**src/dsp_vol_consts.vh**
```
// Constants for the processing-mode and digital volume control bank.
// Assumes inclusion by bare name from the design files of this block.
`ifndef DSP_VOL_CONSTS_VH
`define DSP_VOL_CONSTS_VH

// Register offsets on the host control port
`define OFS_PROGRAM_AND_HIGHZ   8'h40
`define OFS_PROCESSING_CONTROL  8'h46
`define OFS_MASTER_VOLUME       8'h4C
`define OFS_VOLUME_RAMP_SETUP   8'h4E
`define OFS_EMERGENCY_RAMP      8'h4F

// Reset values
`define RST_PROGRAM_AND_HIGHZ   8'h01
`define RST_PROCESSING_CONTROL  8'h01
`define RST_MASTER_VOLUME       8'h30
`define RST_VOLUME_RAMP_SETUP   8'h33
`define RST_EMERGENCY_RAMP      8'h30

// Field positions
`define BIT_FORCE_LEFT          3
`define BIT_FORCE_RIGHT         2
`define PROG_HI                 1
`define PROG_LO                 0
`define BIT_BUILTIN_COEFF       0
`define CTRL_RO_MASK            8'h06
`define FALL_RATE_HI            7
`define FALL_RATE_LO            6
`define FALL_STEP_HI            5
`define FALL_STEP_LO            4
`define RISE_RATE_HI            3
`define RISE_RATE_LO            2
`define RISE_STEP_HI            1
`define RISE_STEP_LO            0

// Rate and step encodings
`define RATE_EVERY_1            2'h0
`define RATE_EVERY_2            2'h1
`define RATE_EVERY_4            2'h2
`define RATE_INSTANT            2'h3
`define STEP_4DB                2'h0
`define STEP_2DB                2'h1
`define STEP_1DB                2'h2
`define STEP_HALF_DB            2'h3

// Volume codes in half-dB units, larger code means more attenuation
`define VOL_CODES_4DB           9'h008
`define VOL_CODES_2DB           9'h004
`define VOL_CODES_1DB           9'h002
`define VOL_CODES_HALF_DB       9'h001
`define VOL_MUTE_CODE           8'hFF

`endif

```
**src/dsp_mode_and_volume_ramp_ctrl.v**
```verilog
// Control bank for processing mode, forced high-Z and master volume ramping.
// Assumes a decoded host register port and sample ticks on the CLK domain;
// mute, emergency and bridged-mode inputs come from logic on the same clock.
`timescale 1ns/1ps
`include "dsp_vol_consts.vh"

// Behaviour
// - Left force bit set holds the left channel in high-Z over its normal state.
// - Right force bit set holds the right channel in high-Z over its normal state.
// - A forced channel leaves high-Z when its bit is written to zero or while the bridged mono output is selected.
// - Forced high-Z on both channels does nothing while the bridged mono output is selected.
// - The program field selects RAM for 00 and ROM programs 1 to 3 for 01 to 11, reset 01.
// - Coefficient source one selects built-in ROM coefficients, zero the host-loaded ones.
// - Volume code steps 0.5 dB per code from +24 dB at zero, with 0 dB at 0x30 as reset.
// - Volume code 0xFE is the -103 dB floor and 0xFF is full mute.
// - One volume setting drives both channels together.
// - Ramp-down updates come every 1, 2 or 4 samples; code 11 jumps to the target at once.
// - Each ramp-down update lowers gain by 4, 2, 1 or 0.5 dB, resetting to 0.5 dB.
// - Ramp-up updates come every 1, 2 or 4 samples; code 11 restores the target at once.
// - Each ramp-up update raises gain by 4, 2, 1 or 0.5 dB, resetting to 0.5 dB.
// - A clock error or power loss ramps down with the separate emergency rate and step.
module dsp_mode_and_volume_ramp_ctrl #(
  parameter PACE_W = 2
) (
  input  wire       CLK,
  input  wire       RESET,
  input  wire       REG_WE,
  input  wire       REG_RE,
  input  wire [7:0] REG_ADDR,
  input  wire [7:0] REG_WDATA,
  output reg  [7:0] REG_RDATA,
  output reg        REG_RVALID,
  input  wire       FS_TICK,
  input  wire       SOFT_MUTE,
  input  wire       EMERGENCY,
  input  wire       PARALLEL_BRIDGED_OUTPUT,
  output reg        FORCE_LEFT_HIGHZ,
  output reg        FORCE_RIGHT_HIGHZ,
  output reg  [1:0] PROGRAM_SEL,
  output reg        BUILTIN_COEFF_SEL,
  output reg  [7:0] VOLUME_LEVEL,
  output reg        VOLUME_MUTED,
  output wire       RAMP_ACTIVE
);

  // Reset words kept sized so the applied fields can be sliced out of them
  localparam [7:0] PROG_RST_WORD = `RST_PROGRAM_AND_HIGHZ;
  localparam [7:0] CTRL_RST_WORD = `RST_PROCESSING_CONTROL;

  // Software-visible registers
  reg  [7:0] prog_q;
  reg  [7:0] ctrl_q;
  reg  [7:0] vol_q;
  reg  [7:0] ramp_q;
  reg  [7:0] emerg_q;

  // Ramp state
  reg  [7:0] cur_q;
  reg  [7:0] cur_d;
  reg        dir_down_q;
  reg  [7:0] target;
  reg        going_down;
  reg        going_up;
  reg  [1:0] rate_sel;
  reg  [1:0] step_sel;
  reg  [8:0] step_codes;
  reg  [8:0] cur_wide;
  reg  [8:0] tgt_wide;
  wire       update;
  wire       restart;
  reg  [7:0] rdata_d;

  // Per-channel high-Z requests and flops, index 1 left and 0 right
  wire [1:0] hiz_req;
  wire [1:0] hiz_out;

  wire hit_prog  = (REG_ADDR == `OFS_PROGRAM_AND_HIGHZ);
  wire hit_ctrl  = (REG_ADDR == `OFS_PROCESSING_CONTROL);
  wire hit_vol   = (REG_ADDR == `OFS_MASTER_VOLUME);
  wire hit_ramp  = (REG_ADDR == `OFS_VOLUME_RAMP_SETUP);
  wire hit_emerg = (REG_ADDR == `OFS_EMERGENCY_RAMP);

  // Register writes; reserved bits store as read/write, status bits stay zero
  always @(posedge CLK) begin
    if (RESET) begin
      prog_q  <= `RST_PROGRAM_AND_HIGHZ;
      ctrl_q  <= `RST_PROCESSING_CONTROL;
      vol_q   <= `RST_MASTER_VOLUME;
      ramp_q  <= `RST_VOLUME_RAMP_SETUP;
      emerg_q <= `RST_EMERGENCY_RAMP;
    end else if (REG_WE) begin
      if (hit_prog) begin
        prog_q <= REG_WDATA;
      end
      if (hit_ctrl) begin
        ctrl_q <= REG_WDATA & ~`CTRL_RO_MASK;
      end
      if (hit_vol) begin
        vol_q <= REG_WDATA;
      end
      if (hit_ramp) begin
        ramp_q <= REG_WDATA;
      end
      if (hit_emerg) begin
        emerg_q <= REG_WDATA;
      end
    end
  end

  // Read data registered, valid one cycle after the strobe; unmapped reads zero
  always @* begin
    rdata_d = 8'h00;
    if (hit_prog) begin
      rdata_d = prog_q;
    end else if (hit_ctrl) begin
      rdata_d = ctrl_q;
    end else if (hit_vol) begin
      rdata_d = vol_q;
    end else if (hit_ramp) begin
      rdata_d = ramp_q;
    end else if (hit_emerg) begin
      rdata_d = emerg_q;
    end
  end

  always @(posedge CLK) begin
    if (RESET) begin
      REG_RDATA  <= 8'h00;
      REG_RVALID <= 1'b0;
    end else begin
      REG_RVALID <= REG_RE;
      if (REG_RE) begin
        REG_RDATA <= rdata_d;
      end
    end
  end

  assign hiz_req = {prog_q[`BIT_FORCE_LEFT], prog_q[`BIT_FORCE_RIGHT]};

  // High-Z overrides; bridged mono output masks both, no latching beyond the bits
  genvar ch;
  generate
    for (ch = 0; ch < 2; ch = ch + 1) begin : g_hiz
      reg held_q;
      always @(posedge CLK) begin
        if (RESET) begin
          held_q <= 1'b0;
        end else begin
          held_q <= hiz_req[ch] && !PARALLEL_BRIDGED_OUTPUT;
        end
      end
      assign hiz_out[ch] = held_q;
    end
  endgenerate

  // Outputs come straight from the per-channel flops
  always @* begin
    FORCE_LEFT_HIGHZ  = hiz_out[1];
    FORCE_RIGHT_HIGHZ = hiz_out[0];
  end

  // Program and coefficient source applied only on the sample tick
  always @(posedge CLK) begin
    if (RESET) begin
      PROGRAM_SEL       <= PROG_RST_WORD[`PROG_HI:`PROG_LO];
      BUILTIN_COEFF_SEL <= CTRL_RST_WORD[`BIT_BUILTIN_COEFF];
    end else if (FS_TICK) begin
      PROGRAM_SEL       <= prog_q[`PROG_HI:`PROG_LO];
      BUILTIN_COEFF_SEL <= ctrl_q[`BIT_BUILTIN_COEFF];
    end
  end

  // Ramp target; emergency and soft mute both aim at full mute
  always @* begin
    if (EMERGENCY || SOFT_MUTE) begin
      target = `VOL_MUTE_CODE;
    end else begin
      target = vol_q;
    end
  end

  // Direction; a larger code means more attenuation
  always @* begin
    going_down = (cur_q < target);
    going_up   = (cur_q > target);
  end

  // Rate and step; emergency wins over the normal fall setting
  always @* begin
    if (EMERGENCY) begin
      rate_sel = emerg_q[`FALL_RATE_HI:`FALL_RATE_LO];
      step_sel = emerg_q[`FALL_STEP_HI:`FALL_STEP_LO];
    end else if (going_down) begin
      rate_sel = ramp_q[`FALL_RATE_HI:`FALL_RATE_LO];
      step_sel = ramp_q[`FALL_STEP_HI:`FALL_STEP_LO];
    end else begin
      rate_sel = ramp_q[`RISE_RATE_HI:`RISE_RATE_LO];
      step_sel = ramp_q[`RISE_STEP_HI:`RISE_STEP_LO];
    end
  end

  // Step size in half-dB codes
  always @* begin
    case (step_sel)
      `STEP_4DB:     step_codes = `VOL_CODES_4DB;
      `STEP_2DB:     step_codes = `VOL_CODES_2DB;
      `STEP_1DB:     step_codes = `VOL_CODES_1DB;
      `STEP_HALF_DB: step_codes = `VOL_CODES_HALF_DB;
      default:       step_codes = `VOL_CODES_HALF_DB;
    endcase
  end

  // A direction reversal restarts pacing so the new ramp gets a full period
  assign restart     = (going_down && !dir_down_q) || (going_up && dir_down_q);
  assign RAMP_ACTIVE = going_down || going_up;

  fs_update_pacer #(
    .CNT_W (PACE_W)
  ) u_pacer (
    .CLK     (CLK),
    .RESET   (RESET),
    .FS_TICK (FS_TICK),
    .RESTART (restart),
    .RATE    (rate_sel),
    .UPDATE  (update)
  );

  // Next applied code; 9-bit sums so the clamp never wraps
  always @* begin
    cur_wide = {1'b0, cur_q};
    tgt_wide = {1'b0, target};
    cur_d    = cur_q;
    if (going_down) begin
      if (rate_sel == `RATE_INSTANT) begin
        cur_d = target;
      end else if (update) begin
        if (cur_wide + step_codes >= tgt_wide) begin
          cur_d = target;
        end else begin
          cur_d = cur_q + step_codes[7:0];
        end
      end
    end else if (going_up) begin
      if (rate_sel == `RATE_INSTANT) begin
        cur_d = target;
      end else if (update) begin
        if (cur_wide <= tgt_wide + step_codes) begin
          cur_d = target;
        end else begin
          cur_d = cur_q - step_codes[7:0];
        end
      end
    end
  end

  // Applied volume is one code shared by both channels
  always @(posedge CLK) begin
    if (RESET) begin
      cur_q        <= `RST_MASTER_VOLUME;
      dir_down_q   <= 1'b0;
      VOLUME_LEVEL <= `RST_MASTER_VOLUME;
      VOLUME_MUTED <= 1'b0;
    end else begin
      cur_q        <= cur_d;
      VOLUME_LEVEL <= cur_d;
      VOLUME_MUTED <= (cur_d == `VOL_MUTE_CODE);
      if (going_down) begin
        dir_down_q <= 1'b1;
      end else if (going_up) begin
        dir_down_q <= 1'b0;
      end
    end
  end

endmodule

```
**src/fs_update_pacer.v**
```verilog
// Sample-period pacer: turns sample ticks into volume update pulses.
// Assumes FS tick is a one-cycle pulse on the same clock, once per sample.
`timescale 1ns/1ps
`include "dsp_vol_consts.vh"

module fs_update_pacer #(
  parameter CNT_W = 2
) (
  input  wire             CLK,
  input  wire             RESET,
  input  wire             FS_TICK,
  input  wire             RESTART,
  input  wire [1:0]       RATE,
  output wire             UPDATE
);

  reg  [CNT_W-1:0] cnt_q;
  reg  [CNT_W-1:0] cnt_d;
  reg  [CNT_W-1:0] last_count;

  // Terminal count: one, two or four sample periods per update
  always @* begin
    case (RATE)
      `RATE_EVERY_1: last_count = {CNT_W{1'b0}};
      `RATE_EVERY_2: last_count = {{(CNT_W-1){1'b0}}, 1'b1};
      `RATE_EVERY_4: last_count = {CNT_W{1'b1}};
      default:       last_count = {CNT_W{1'b0}};
    endcase
  end

  assign UPDATE = FS_TICK && (cnt_q >= last_count) && !RESTART;

  // Count ticks; restart so a new ramp waits a full period
  always @* begin
    cnt_d = cnt_q;
    if (RESTART) begin
      cnt_d = {CNT_W{1'b0}};
    end else if (UPDATE) begin
      cnt_d = {CNT_W{1'b0}};
    end else if (FS_TICK) begin
      cnt_d = cnt_q + {{(CNT_W-1){1'b0}}, 1'b1};
    end
  end

  always @(posedge CLK) begin
    if (RESET) begin
      cnt_q <= {CNT_W{1'b0}};
    end else begin
      cnt_q <= cnt_d;
    end
  end

endmodule

```
**config.mk**
```make
export PLATFORM = sky130hd
export DESIGN_NAME = dsp_mode_and_volume_ramp_ctrl
export DESIGN_NICKNAME = d
export VERILOG_FILES = /design/src/dsp_mode_and_volume_ramp_ctrl.v /design/src/fs_update_pacer.v
export VERILOG_INCLUDE_DIRS = /design/src
export SDC_FILE = /design/constraint.sdc
export NUM_CORES = 1
export LEC_CHECK = 0
export BUFFER_PORTS_ARGS = -buffer_cell sky130_fd_sc_hd__buf_4
export CAP_MARGIN = 5
export CORE_UTILIZATION = 54
export DETAILED_ROUTE_END_ITERATION = 16
export PLACE_DENSITY = 0.82
export SYNTH_ARGS = -nofsm -noshare
export SYNTH_HDL_FRONTEND = slang
export SYNTH_SLANG_ARGS = --single-unit
```
**constraint.sdc**
```tcl
create_clock -name CLK -period 6.4 [get_ports CLK]
set_clock_uncertainty 0.2 [all_clocks]
set_input_delay 0.96 -clock CLK [delete_from_list [all_inputs] [get_ports CLK]]
set_output_delay 0.96 -clock CLK [all_outputs]
set_load 0.02 [all_outputs]
```
# After elaboration in Yosys (flattened, before gate mapping)
# Cells that the tools add are included.
# W data, S select, Z words.
classes:
  n_eq_ne: 12
  div: 0
  n_bitwise: 0
  magnitude_cmp: 5
  multipliers: 0
  n_mux: 22
  n_addsub: 5
  shifts: 0
  n_reduce_logical: 20
op_table:
  columns: ["cell", "n"]
  rows:
  - ["$mux W8", 14]
  - ["$eq A8 B7 Y1 const B", 5]
  - ["$pmux W9 S4", 1]
  - ["$add A8 B9 Y9", 2]
  - ["$reduce_and A2 Y1", 5]
  - ["$ge A9 B8 Y1", 1]
  - ["$le A8 B9 Y1", 1]
  - ["$add A8 B8 Y8", 1]
  - ["$eq A2 B2 Y1 const B", 4]
  - ["$eq A8 B8 Y1 const B", 1]
  - ["$gt A8 B8 Y1", 1]
  - ["$lt A8 B8 Y1", 1]
  - ["$mux W2", 4]
  - ["$sub A8 B8 Y8", 1]
  - ["$logic_and A1 B1 Y1", 6]
  - ["$eq A2 B1 Y1 const B", 2]
  - ["$pmux W2 S2", 1]
  - ["$logic_not A1 Y1", 3]
  - ["$logic_or A1 B1 Y1", 3]
  - ["$reduce_or A3 Y1", 1]
  - ["$add A2 B1 Y2 const B", 1]
  - ["$ge A2 B2 Y1", 1]
  - ["$logic_not A2 Y1", 1]
  - ["$mux W1", 2]
  - ["$reduce_bool A2 Y1", 1]
totals:
  latchBits: 0
  memories: 0
  register_bits: 64
  ram_bits: 0
  input_bits: 24
  rom_bits: 0
  elab_cells: 79

# Logic depth before layout (Yosys ltp)
# Gate-level depths: netlist of run 1.
logic_depth:
  word_depth: 15
  mapped_depth: 29

# Cells and area by module
# A second synthesis of run 1 with hierarchy kept.
hier_totals:
  hier_cells: 568
  hier_area_um2: 4473.0
modules_own_cells:
  columns: ["mod", "seq_area_each_um2", "instances", "area_each_um2", "cells_each"]
  rows:
  - ["dsp_mode_and_volume_ramp_ctrl", 1241.2, 1, 4315.4, 551]
  - ["fs_update_pacer", 40.0, 1, 157.7, 17]

# Worst setup path before layout of run 1
# OpenSTA, ideal clock, no wires.
synth_path:
  kind: "in2reg"
  start: "input SOFT_MUTE"
  end: "register VOLUME_MUTED"
  setup_time_ns: 0.061
  stages: 27
  slack_ns: -0.295
  arrival_ns: 6.434
  required_time_ns: 6.139
  cell_sequence: "or2_2 clkbuf_1 nor2_1 inv_1 ha_1 nand2b_1 a2111oi_4 or2_1 buf_4 mux2i_1 o21a_1 nor2_1 ha_1 fa_1 nor2b_1 o31a_1 nand3_1 xnor2_1 ha_1 nand3_1 nor2_1 a21boi_0 or4b_1 nand4_1 a221o_1 a311oi_1 and4_1"
synth_via:
  elab_chain_cells: 15
  elab_cells_between_ends: 39
  cone_classes: "add/sub (4); order compare (5); eq/ne (7); mux (15); reduce/logical (8)"
synth_rtl:
  columns: ["item", "line", "rtl"]
  rows:
  - ["from (decl)", "dsp_mode_and_volume_ramp_ctrl.v:34", "input wire SOFT_MUTE,"]
  - ["$logic_or A1 B1 Y1 *", "dsp_mode_and_volume_ramp_ctrl.v:175", "if (EMERGENCY || SOFT_MUTE) begin"]
  - ["$mux W8 *", "dsp_mode_and_volume_ramp_ctrl.v:175", null]
  - ["$lt A8 B8 Y1", "dsp_mode_and_volume_ramp_ctrl.v:184", "going_down = (cur_q < target);"]
  - ["$mux W2", "dsp_mode_and_volume_ramp_ctrl.v:193", "end else if (going_down) begin"]
  - ["$mux W2", "dsp_mode_and_volume_ramp_ctrl.v:190", "if (EMERGENCY) begin"]
  - ["$eq A2 B2 Y1 (tied with other cells)", "dsp_mode_and_volume_ramp_ctrl.v:204", "case (step_sel)"]
  - ["$pmux W9 S4 or $pmux W2 S2 (tied branches)", "dsp_mode_and_volume_ramp_ctrl.v:204, fs_update_pacer.v:23", null]
  - ["$add A8 B9 Y9 or $ge A2 B2 Y1 (tied branches)", "dsp_mode_and_volume_ramp_ctrl.v:247, fs_update_pacer.v:31", null]
  - ["$le A8 B9 Y1 or $logic_and A1 B1 Y1 (tied branches)", "dsp_mode_and_volume_ramp_ctrl.v:247, fs_update_pacer.v:31", null]
  - ["$mux W8 or $logic_and A1 B1 Y1 (tied branches)", "dsp_mode_and_volume_ramp_ctrl.v:247, fs_update_pacer.v:31", null]
  - ["$mux W8", "dsp_mode_and_volume_ramp_ctrl.v:246", "end else if (update) begin"]
  - ["$mux W8", "dsp_mode_and_volume_ramp_ctrl.v:244", "if (rate_sel == `RATE_INSTANT) begin"]
  - ["$mux W8", "dsp_mode_and_volume_ramp_ctrl.v:243", "end else if (going_up) begin"]
  - ["$mux W8 *", "dsp_mode_and_volume_ramp_ctrl.v:233", "if (going_down) begin"]
  - ["$eq A8 B8 Y1 (no source line) *", null, null]
  - ["to (signal assigned)", "dsp_mode_and_volume_ramp_ctrl.v:266", "VOLUME_MUTED <= (cur_d == `VOL_MUTE_CODE);"]
  - ["to (decl)", "dsp_mode_and_volume_ramp_ctrl.v:42", "output reg VOLUME_MUTED,"]
# Every way passes the cells marked *; elsewhere a longest branch is shown, timed or not. The select of a mux whose other input is x is not followed.
# A chain may end at the register's enable or synchronous reset.

# Worst setup path in the final report of run 1
layout_path:
  start: "input EMERGENCY"
  end: "register VOLUME_MUTED"
layout_via:
  elab_chain_cells: 15
  elab_cells_between_ends: 39
  cone_classes: "add/sub (4); order compare (5); eq/ne (7); mux (15); reduce/logical (8)"
layout_rtl:
  columns: ["item", "line", "rtl"]
  rows:
  - ["from (decl)", "dsp_mode_and_volume_ramp_ctrl.v:35", "input wire EMERGENCY,"]
  - ["$logic_or A1 B1 Y1", "dsp_mode_and_volume_ramp_ctrl.v:175", null]
  - ["$mux W8", "dsp_mode_and_volume_ramp_ctrl.v:175", null]
  - ["$lt A8 B8 Y1", "dsp_mode_and_volume_ramp_ctrl.v:184", null]
  - ["$mux W2", "dsp_mode_and_volume_ramp_ctrl.v:193", null]
  - ["$mux W2", "dsp_mode_and_volume_ramp_ctrl.v:190", null]
  - ["$eq A2 B2 Y1 (tied with other cells)", "dsp_mode_and_volume_ramp_ctrl.v:204", null]
  - ["$pmux W9 S4 or $pmux W2 S2 (tied branches)", "dsp_mode_and_volume_ramp_ctrl.v:204, fs_update_pacer.v:23", null]
  - ["$add A8 B9 Y9 or $ge A2 B2 Y1 (tied branches)", "dsp_mode_and_volume_ramp_ctrl.v:247, fs_update_pacer.v:31", null]
  - ["$le A8 B9 Y1 or $logic_and A1 B1 Y1 (tied branches)", "dsp_mode_and_volume_ramp_ctrl.v:247, fs_update_pacer.v:31", null]
  - ["$mux W8 or $logic_and A1 B1 Y1 (tied branches)", "dsp_mode_and_volume_ramp_ctrl.v:247, fs_update_pacer.v:31", null]
  - ["$mux W8", "dsp_mode_and_volume_ramp_ctrl.v:246", null]
  - ["$mux W8", "dsp_mode_and_volume_ramp_ctrl.v:244", null]
  - ["$mux W8", "dsp_mode_and_volume_ramp_ctrl.v:243", null]
  - ["$mux W8 *", "dsp_mode_and_volume_ramp_ctrl.v:233", null]
  - ["$eq A8 B8 Y1 (no source line) *", null, null]
# Marks and branches as above.

==> reports/results.tsv, run 1 <==
metric	value	unit
CTS Root Cell	clkbuf_8	
hold crit path type	reg -> reg	
met2 global-route usage	55.0	%
critical path startpoint category	primary input	
Critical R2R Capture	VOLUME_MUTED	
DP Wirelength	11200	µm
CTS clock-pin slew for the worst setup and hold paths	80	ps
leakage power	2.39	nW
Power per Cell Area	179	mW/mm²
Clk network pwr share	33.9	%
fin. max-slew vios	0	
WL per Instance	19.3	µm
Multi-input gate area	0.00318	mm²
r2r startpoint	vol_q[3]	
filler instances	622	
Syn Std Cell Area	0.00448	mm²
YS warnings	0	
die area	0.00866	mm²
Max Clk Rate	0.160	GHz
CTS tree	yes	
die outline height	93.0	µm
final hold viol count	0	
Yosys reg bits	64	
worst-path fanout max	8	
Logic pwr share	25.9	%
outcome	complete, no violations	
predominant post-synthesis flop cell	dfxtp_1	
Distinct cells, synth	68	
RePlAce Congestion	1.11	
HP Start	ctrl_q[7]	
Post-Route Utilization	73.2	%
final worst path period share	97.6	%
Avg Vias per Cell	6.35	
placed inst area	0.00536	mm²
Global Route Usage Sum	35.1	%
# DRC	0	
total number of vias	4877	
Final Net Count	726	
Worst-Skew Late Latency	340	ps
top cell type by total area after synthesis	dfxtp_1	
Worst-Margin Slew	1130	ps
Rows	32	
Synth Net Count	621	
syn avg cell area	8.05	µm²
register share of total power	40.2	%
most common cell after layout, fill and taps aside	buf_4	
Initial DRC Count	431	
I/O pin cnt	48	
max_slew headroom	24.2	%
Internal	0.000709	W
Crit Path Category	in -> reg	
Net Sw Power	0.000323	W
vias in the first global route	4609	
Area contributors post-synth	dfxtp_1, ha_1, nand2_1	
area occupied by registers	0.00128	mm²
grt met3 use	8.05	%
fin crit period	6240	ps
fraction of layout cells with a size suffix above 1	28.5	%
clock buffer depth	2	
flop2flop setup slack	660	ps
CTS Hold Bufs	0	
I/O Buffers	47	
Syn-to-layout area delta	29.0	%
CTS Sinks	64	
EDFF count, synth	0	
gr ovfl total	0	
Switching Fraction	31.3	%
crit path DAT	6320	ps
Max VDD drop	0.114	mV
most frequent cells in the layout	buf_4, nand2_1, dfxtp_1	
reg2reg path depth	26	
largest net degree at the start of global routing	65	
total wire length	14800	µm
total core area	0.00789	mm²
CTS buffer count	9	
Mapped Cells	556	
Yosys top cell area share	28.6	%
Max Cap Viol	0	
Final setup viols	0	
WHS Path Cells	2	
Seq/Total Area, Yosys	28.6	%
GRT met1 Usage	46.5	%
busiest grt layer	met2	
CP endpoint kind	flip-flop	
ANT cells	0	
H-tree depth	3	
critical path required time	6470	ps
asr flop ratio synth	0	%
Finished Cell Area	0.00578	mm²
final antenna-violating net count	0	
Worst Hold Path EP	ctrl_q[7]	
initial antenna violation count	0	
global-route wire length before repair	23400	µm
router iterations before antenna repair	7	
die width	93.0	µm
starting density of the core	56.7	%
==> cell type report <==
| cell class | count | area share [%] |
|---|---|---|
| Multi-Input combinational cell | 446 | 55.0 |
| Sequential cell | 64 | 22.2 |
| Timing Repair Buffer | 120 | 15.8 |
| Clock buffer | 10 | 2.21 |
| Tap cell | 102 | 2.21 |
| Inverter | 20 | 1.34 |
| Clock inverter | 6 | 1.19 |
==> state kept, by name (all words and copies together) (netlist names) <==
name,cells
BUILTIN_COEFF_SEL,1
FORCE_LEFT_HIGHZ,1
FORCE_RIGHT_HIGHZ,1
PROGRAM_SEL,2
REG_RDATA,8
REG_RVALID,1
VOLUME_MUTED,1
ctrl_q,6
cur_q,8
dir_down_q,1
emerg_q,8
prog_q,8
ramp_q,8
u_pacer.cnt_q,2
vol_q,8
==> cells by family (layout without fill, tap and decap cells) <==
family,Yosys count,after routing,synth area share (%)
xor+xnor,14,14,2.74
mux,6,6,1.34
fa+ha+maj,41,41,12.0
flops,64,64,28.6
compound gates,159,159,25.1
buf+inv,46,156,4.05
simple gates,226,226,26.2
==> power by group through the flow <==
stage	Combinational, W	Sequential, W	Clock, W
detailed placement	0.000240	0.000423	0
CTS	0.000243	0.000414	0.000352
floorplan	0.000136	0.000429	0
finish	0.000267	0.000415	0.000350
global route	0.000287	0.000416	0.000370
global placement	0.000237	0.000423	0
==> Yosys cell counts (all sizes together) (5+ instances only) <==
cell type  count
and3          12
nor2          41
nand2b         9
a221oi         9
o21ai         23
a211o         13
a21oi         49
inv           20
nor4           6
nor3           9
a211oi        11
mux2i          6
o21a           6
buf            6
dfxtp         64
nand2         69
xnor2         11
a21o           5
nand4          7
or2            7
nor3b          6
clkbuf        20
nor2b         10
ha            38
nand3         35
o211ai         6
==> worst max path at each step <==
| stage | start | cells past startpoint | slack (ps) | to |
|---|---|---|---|---|
| after floorplan | SOFT_MUTE | 27 | 10 | VOLUME_MUTED |
| after global placement | SOFT_MUTE | 25 | -340 | VOLUME_MUTED |
| after detailed placement | SOFT_MUTE | 26 | -480 | VOLUME_MUTED |
| after CTS | SOFT_MUTE | 31 | 2 | VOLUME_MUTED |
| after global routing | SOFT_MUTE | 28 | -50 | VOLUME_MUTED |
| final | EMERGENCY | 28 | 160 | VOLUME_MUTED |
==> metrics by stage <==
| stage | hold slack (ps) | power [W] | worst slack, ps | setup TNS (ps) | cells |
|---|---|---|---|---|---|
| global placement | 244 | 0.000661 | -339 | -1430 | 741 |
| finish | 261 | 0.00103 | 155 | 0 | 768 |
| CTS | 260 | 0.00101 | 1.97 | 0 | 758 |
| global route | 277 | 0.00107 | -51.4 | -74.4 | 768 |
| floorplan | 236 | 0.000565 | 9.70 | 0 | 556 |
| detailed placement | 250 | 0.000664 | -477 | -2370 | 741 |
==> worst max-delay path, stage by stage <==
cell and delay, ps:
buf_4 120, buf_12 120, or3_4 380, inv_4 70
ha_4 130, buf_4 110, nand2_2 70, a2111oi_4 360
or2_4 230, mux2i_2 230, o21a_1 200, nor2_2 60
buf_4 130, ha_2 170, fa_2 360, nor2b_4 140
o31a_1 320, buf_4 160, xnor2_1 120, ha_1 290
a21oi_1 160, o211ai_1 110, buf_4 190, o21a_1 250
o21ai_0 220, o2111ai_2 150, a311oi_1 280, and4_1 230
==> routing by layer <==
layer	share of wire, %	vias up	routed length (µm)
met5	0	-	0
met4	3.9	0	583
met3	10	54	1540
met2	45	269	6710
met1	40	2290	5990
li1	-	2264	-
==> timing repair <==
| action | CTS | global route |
|---|---|---|
| pin swaps | 1 | 24 |
| gates resized for setup | 1 | 32 |
| endpoints found under the setup margin | 3 | 9 |
| buffers inserted | 1 | 10 |
Power figures use the tool's default switching activity.
==> run 2: changes to the inputs <==
==> constraint.sdc (replaced) <==
create_clock -name CLK -period 6.4 [get_ports CLK]
set_clock_uncertainty 0.2 [all_clocks]
set_input_delay 0 -clock CLK [delete_from_list [all_inputs] [get_ports CLK]]
set_output_delay 0 -clock CLK [all_outputs]
set_load 0.02 [all_outputs]
==> reports/results.tsv, run 2 (synthesis results as in run 1) <==
metric	value	unit	change
# DRC	0		unchanged
Global Route Usage Sum	34.4	%	-0.67 points
CTS Sinks	64		unchanged
fin. max-slew vios	0		unchanged
RePlAce Congestion	1.06		-4.5%
worst path bufs/invs	1		-6
hold crit path type	in -> reg		
Final Net Count	697		-4.0%
Max VDD drop	0.178	mV	+56%
Finished Cell Area	0.00548	mm²	-5.2%
critical-path cell list	or3_4, inv_2, ha_1, nand2_1, a2111oi_4, or2_4, mux2i_1, o21a_1, nor2_1, ha_1, fa_1, nor2b_1, o31a_1, nand3_1, xnor2_1, ha_1, a21o_1, a21oi_1, o211ai_1, o211ai_1, nand4_1, a221o_1, a311oi_1, and4_1		
final hold viol count	0		unchanged
Post-Route Utilization	69.4	%	-3.8 points
largest net degree at the start of global routing	65		unchanged
fin crit period	6120	ps	-129 ps
CTS buffer count	9		unchanged
CP endpoint kind	flip-flop		
Power per Cell Area	184	mW/mm²	+2.9%
worst-path fanout max	7		-1
Final setup viols	0		unchanged
Avg Vias per Cell	6.37		+0.26%
leakage power	2.21	nW	-7.4%
critical path required time	6490	ps	+20 ps
most common cell after layout, fill and taps aside	buf_4		
starting density of the core	56.7	%	unchanged
Worst path most repeated cell	ha_1		
initial antenna violation count	0		unchanged
slowest library cell on the worst path	a2111oi_4		
CTS Root Cell	clkbuf_8		
I/O Buffers	47		unchanged
Crit Path Category	reg -> reg		
router iterations before antenna repair	6		-1
outcome	complete, no violations		
global-route wire length before repair	22800	µm	-2.4%
most frequent cells in the layout	buf_4, nand2_1, dfxtp_1		
ANT cells	0		unchanged
die width	93.0	µm	unchanged
CTS clock-pin slew for the worst setup and hold paths	80	ps	about the same
Crit path largest cell delay	460	ps	+80 ps
Max Clk Rate	0.164	GHz	+2.1%
WL per Instance	19.2	µm	-0.34%
Worst-Skew Late Latency	350	ps	about the same
gr ovfl total	0		unchanged
Initial DRC Count	294		-32%
CTS tree	yes		
crit-path leading delay family	compound AO/OA/AOI/OAI gates		
vias in the first global route	4532		-1.7%
die outline height	93.0	µm	unchanged
I/O pin cnt	48		unchanged
fraction of layout cells with a size suffix above 1	18.8	%	-9.7 points
clock buffer depth	2		unchanged
Worst-Margin Slew	1100	ps	-28.8 ps
critical path startpoint category	flip-flop		
H-tree depth	3		unchanged
Max Cap Viol	0		unchanged
total wire length	14200	µm	-4.1%
total core area	0.00789	mm²	unchanged
Rows	32		unchanged
Syn-to-layout area delta	22.3	%	
crit path DAT	6200	ps	-120 ps
max_slew headroom	25.5	%	+1.3 points
die area	0.00866	mm²	unchanged
DP Wirelength	10400	µm	-7.2%
final worst path period share	95.6	%	-2.0 points
total number of vias	4705		-3.5%
final antenna-violating net count	0		unchanged
placed inst area	0.00502	mm²	-6.2%
==> run 2: cell types whose count changed in the layout (fill, tap and decap cells not counted), sizes merged <==
cell and delta:
dlygate4sd3 +18, clkinv -1, buf -47, clkbuf -1, clkinvlp +2
==> run 2: worst register-to-register path: stages (launching register included) <==
cell and delay (ps):
dfxtp_1 360, or3_4 440, inv_2 110, ha_1 170, nand2_1 110, a2111oi_4 460, or2_4 240, mux2i_1 230
o21a_1 180, nor2_1 90, ha_1 210, fa_1 400, nor2b_1 160, o31a_1 310, nand3_1 140, xnor2_1 150
ha_1 290, a21o_1 160, a21oi_1 140, o211ai_1 250, o211ai_1 300, nand4_1 120, a221o_1 350, a311oi_1 250
and4_1 210
==> run 2: timing repair <==
item / in CTS / in global routing
setup endpoints to repair: 0 / 6
hold buffers: 18 / 0
buffers inserted: 0 / 3
endpoints found under the hold margin: 58 / 0
resized for setup: 0 / 14
==> run 2: where the power goes <==
group / total (W) / leakage (nW) / internal [W] / switching [W]
combinational: 0.000231 / 1.60 / 0.0000976 / 0.000133
sequential: 0.000413 / 0.519 / 0.000405 / 0.00000764
clock: 0.000362 / 0.0936 / 0.000184 / 0.000179
==> run 2: area by class of cell <==
class                           instances  area [µm²]
Tap cell                              102         128
Multi-Input combinational cell        446        3060
Inverter                               20        75.1
Clock inverter                          7        81.3
Timing Repair Buffer                   91         728
Clock buffer                            9         124
Fill cell                             637        2410
Sequential cell                        64        1280
==> run 2: worst paths after layout <==
| path | slack [ps] | start | endpoint | cells after the start |
|---|---|---|---|---|
| setup reg to reg | 280 | vol_q[3] | VOLUME_MUTED | 24 |
| hold / removal | 30 | EMERGENCY | dir_down_q | 5 |
| setup / recovery | 280 | vol_q[3] | VOLUME_MUTED | 24 |
| hold reg to reg | 260 | emerg_q[0] | emerg_q[0] | 2 |
==> run 2: stage by stage <==
stage          power (W)  setup TNS (ps)  worst slack, ps  hold WS, ps  cells
2_1_floorplan   0.000561               0              665         -124    556
3_3_place_gp    0.000628               0              111        -24.3    702
3_5_place_dp    0.000634           -48.6            -48.6        -25.8    702
4_1_cts         0.000999               0             54.2         13.7    736
5_1_grt          0.00105           -48.5            -33.3         44.9    739
6_report         0.00101               0              284         30.1    739
==> run 2: per-layer routing <==
layer	vias up	GRT usage (%)	wire length, µm
met5	-	0	0
met4	0	19.2	783
met3	59	6.75	1130
met2	258	59.8	7010
met1	2180	39.3	5300
li1	2208	-	-
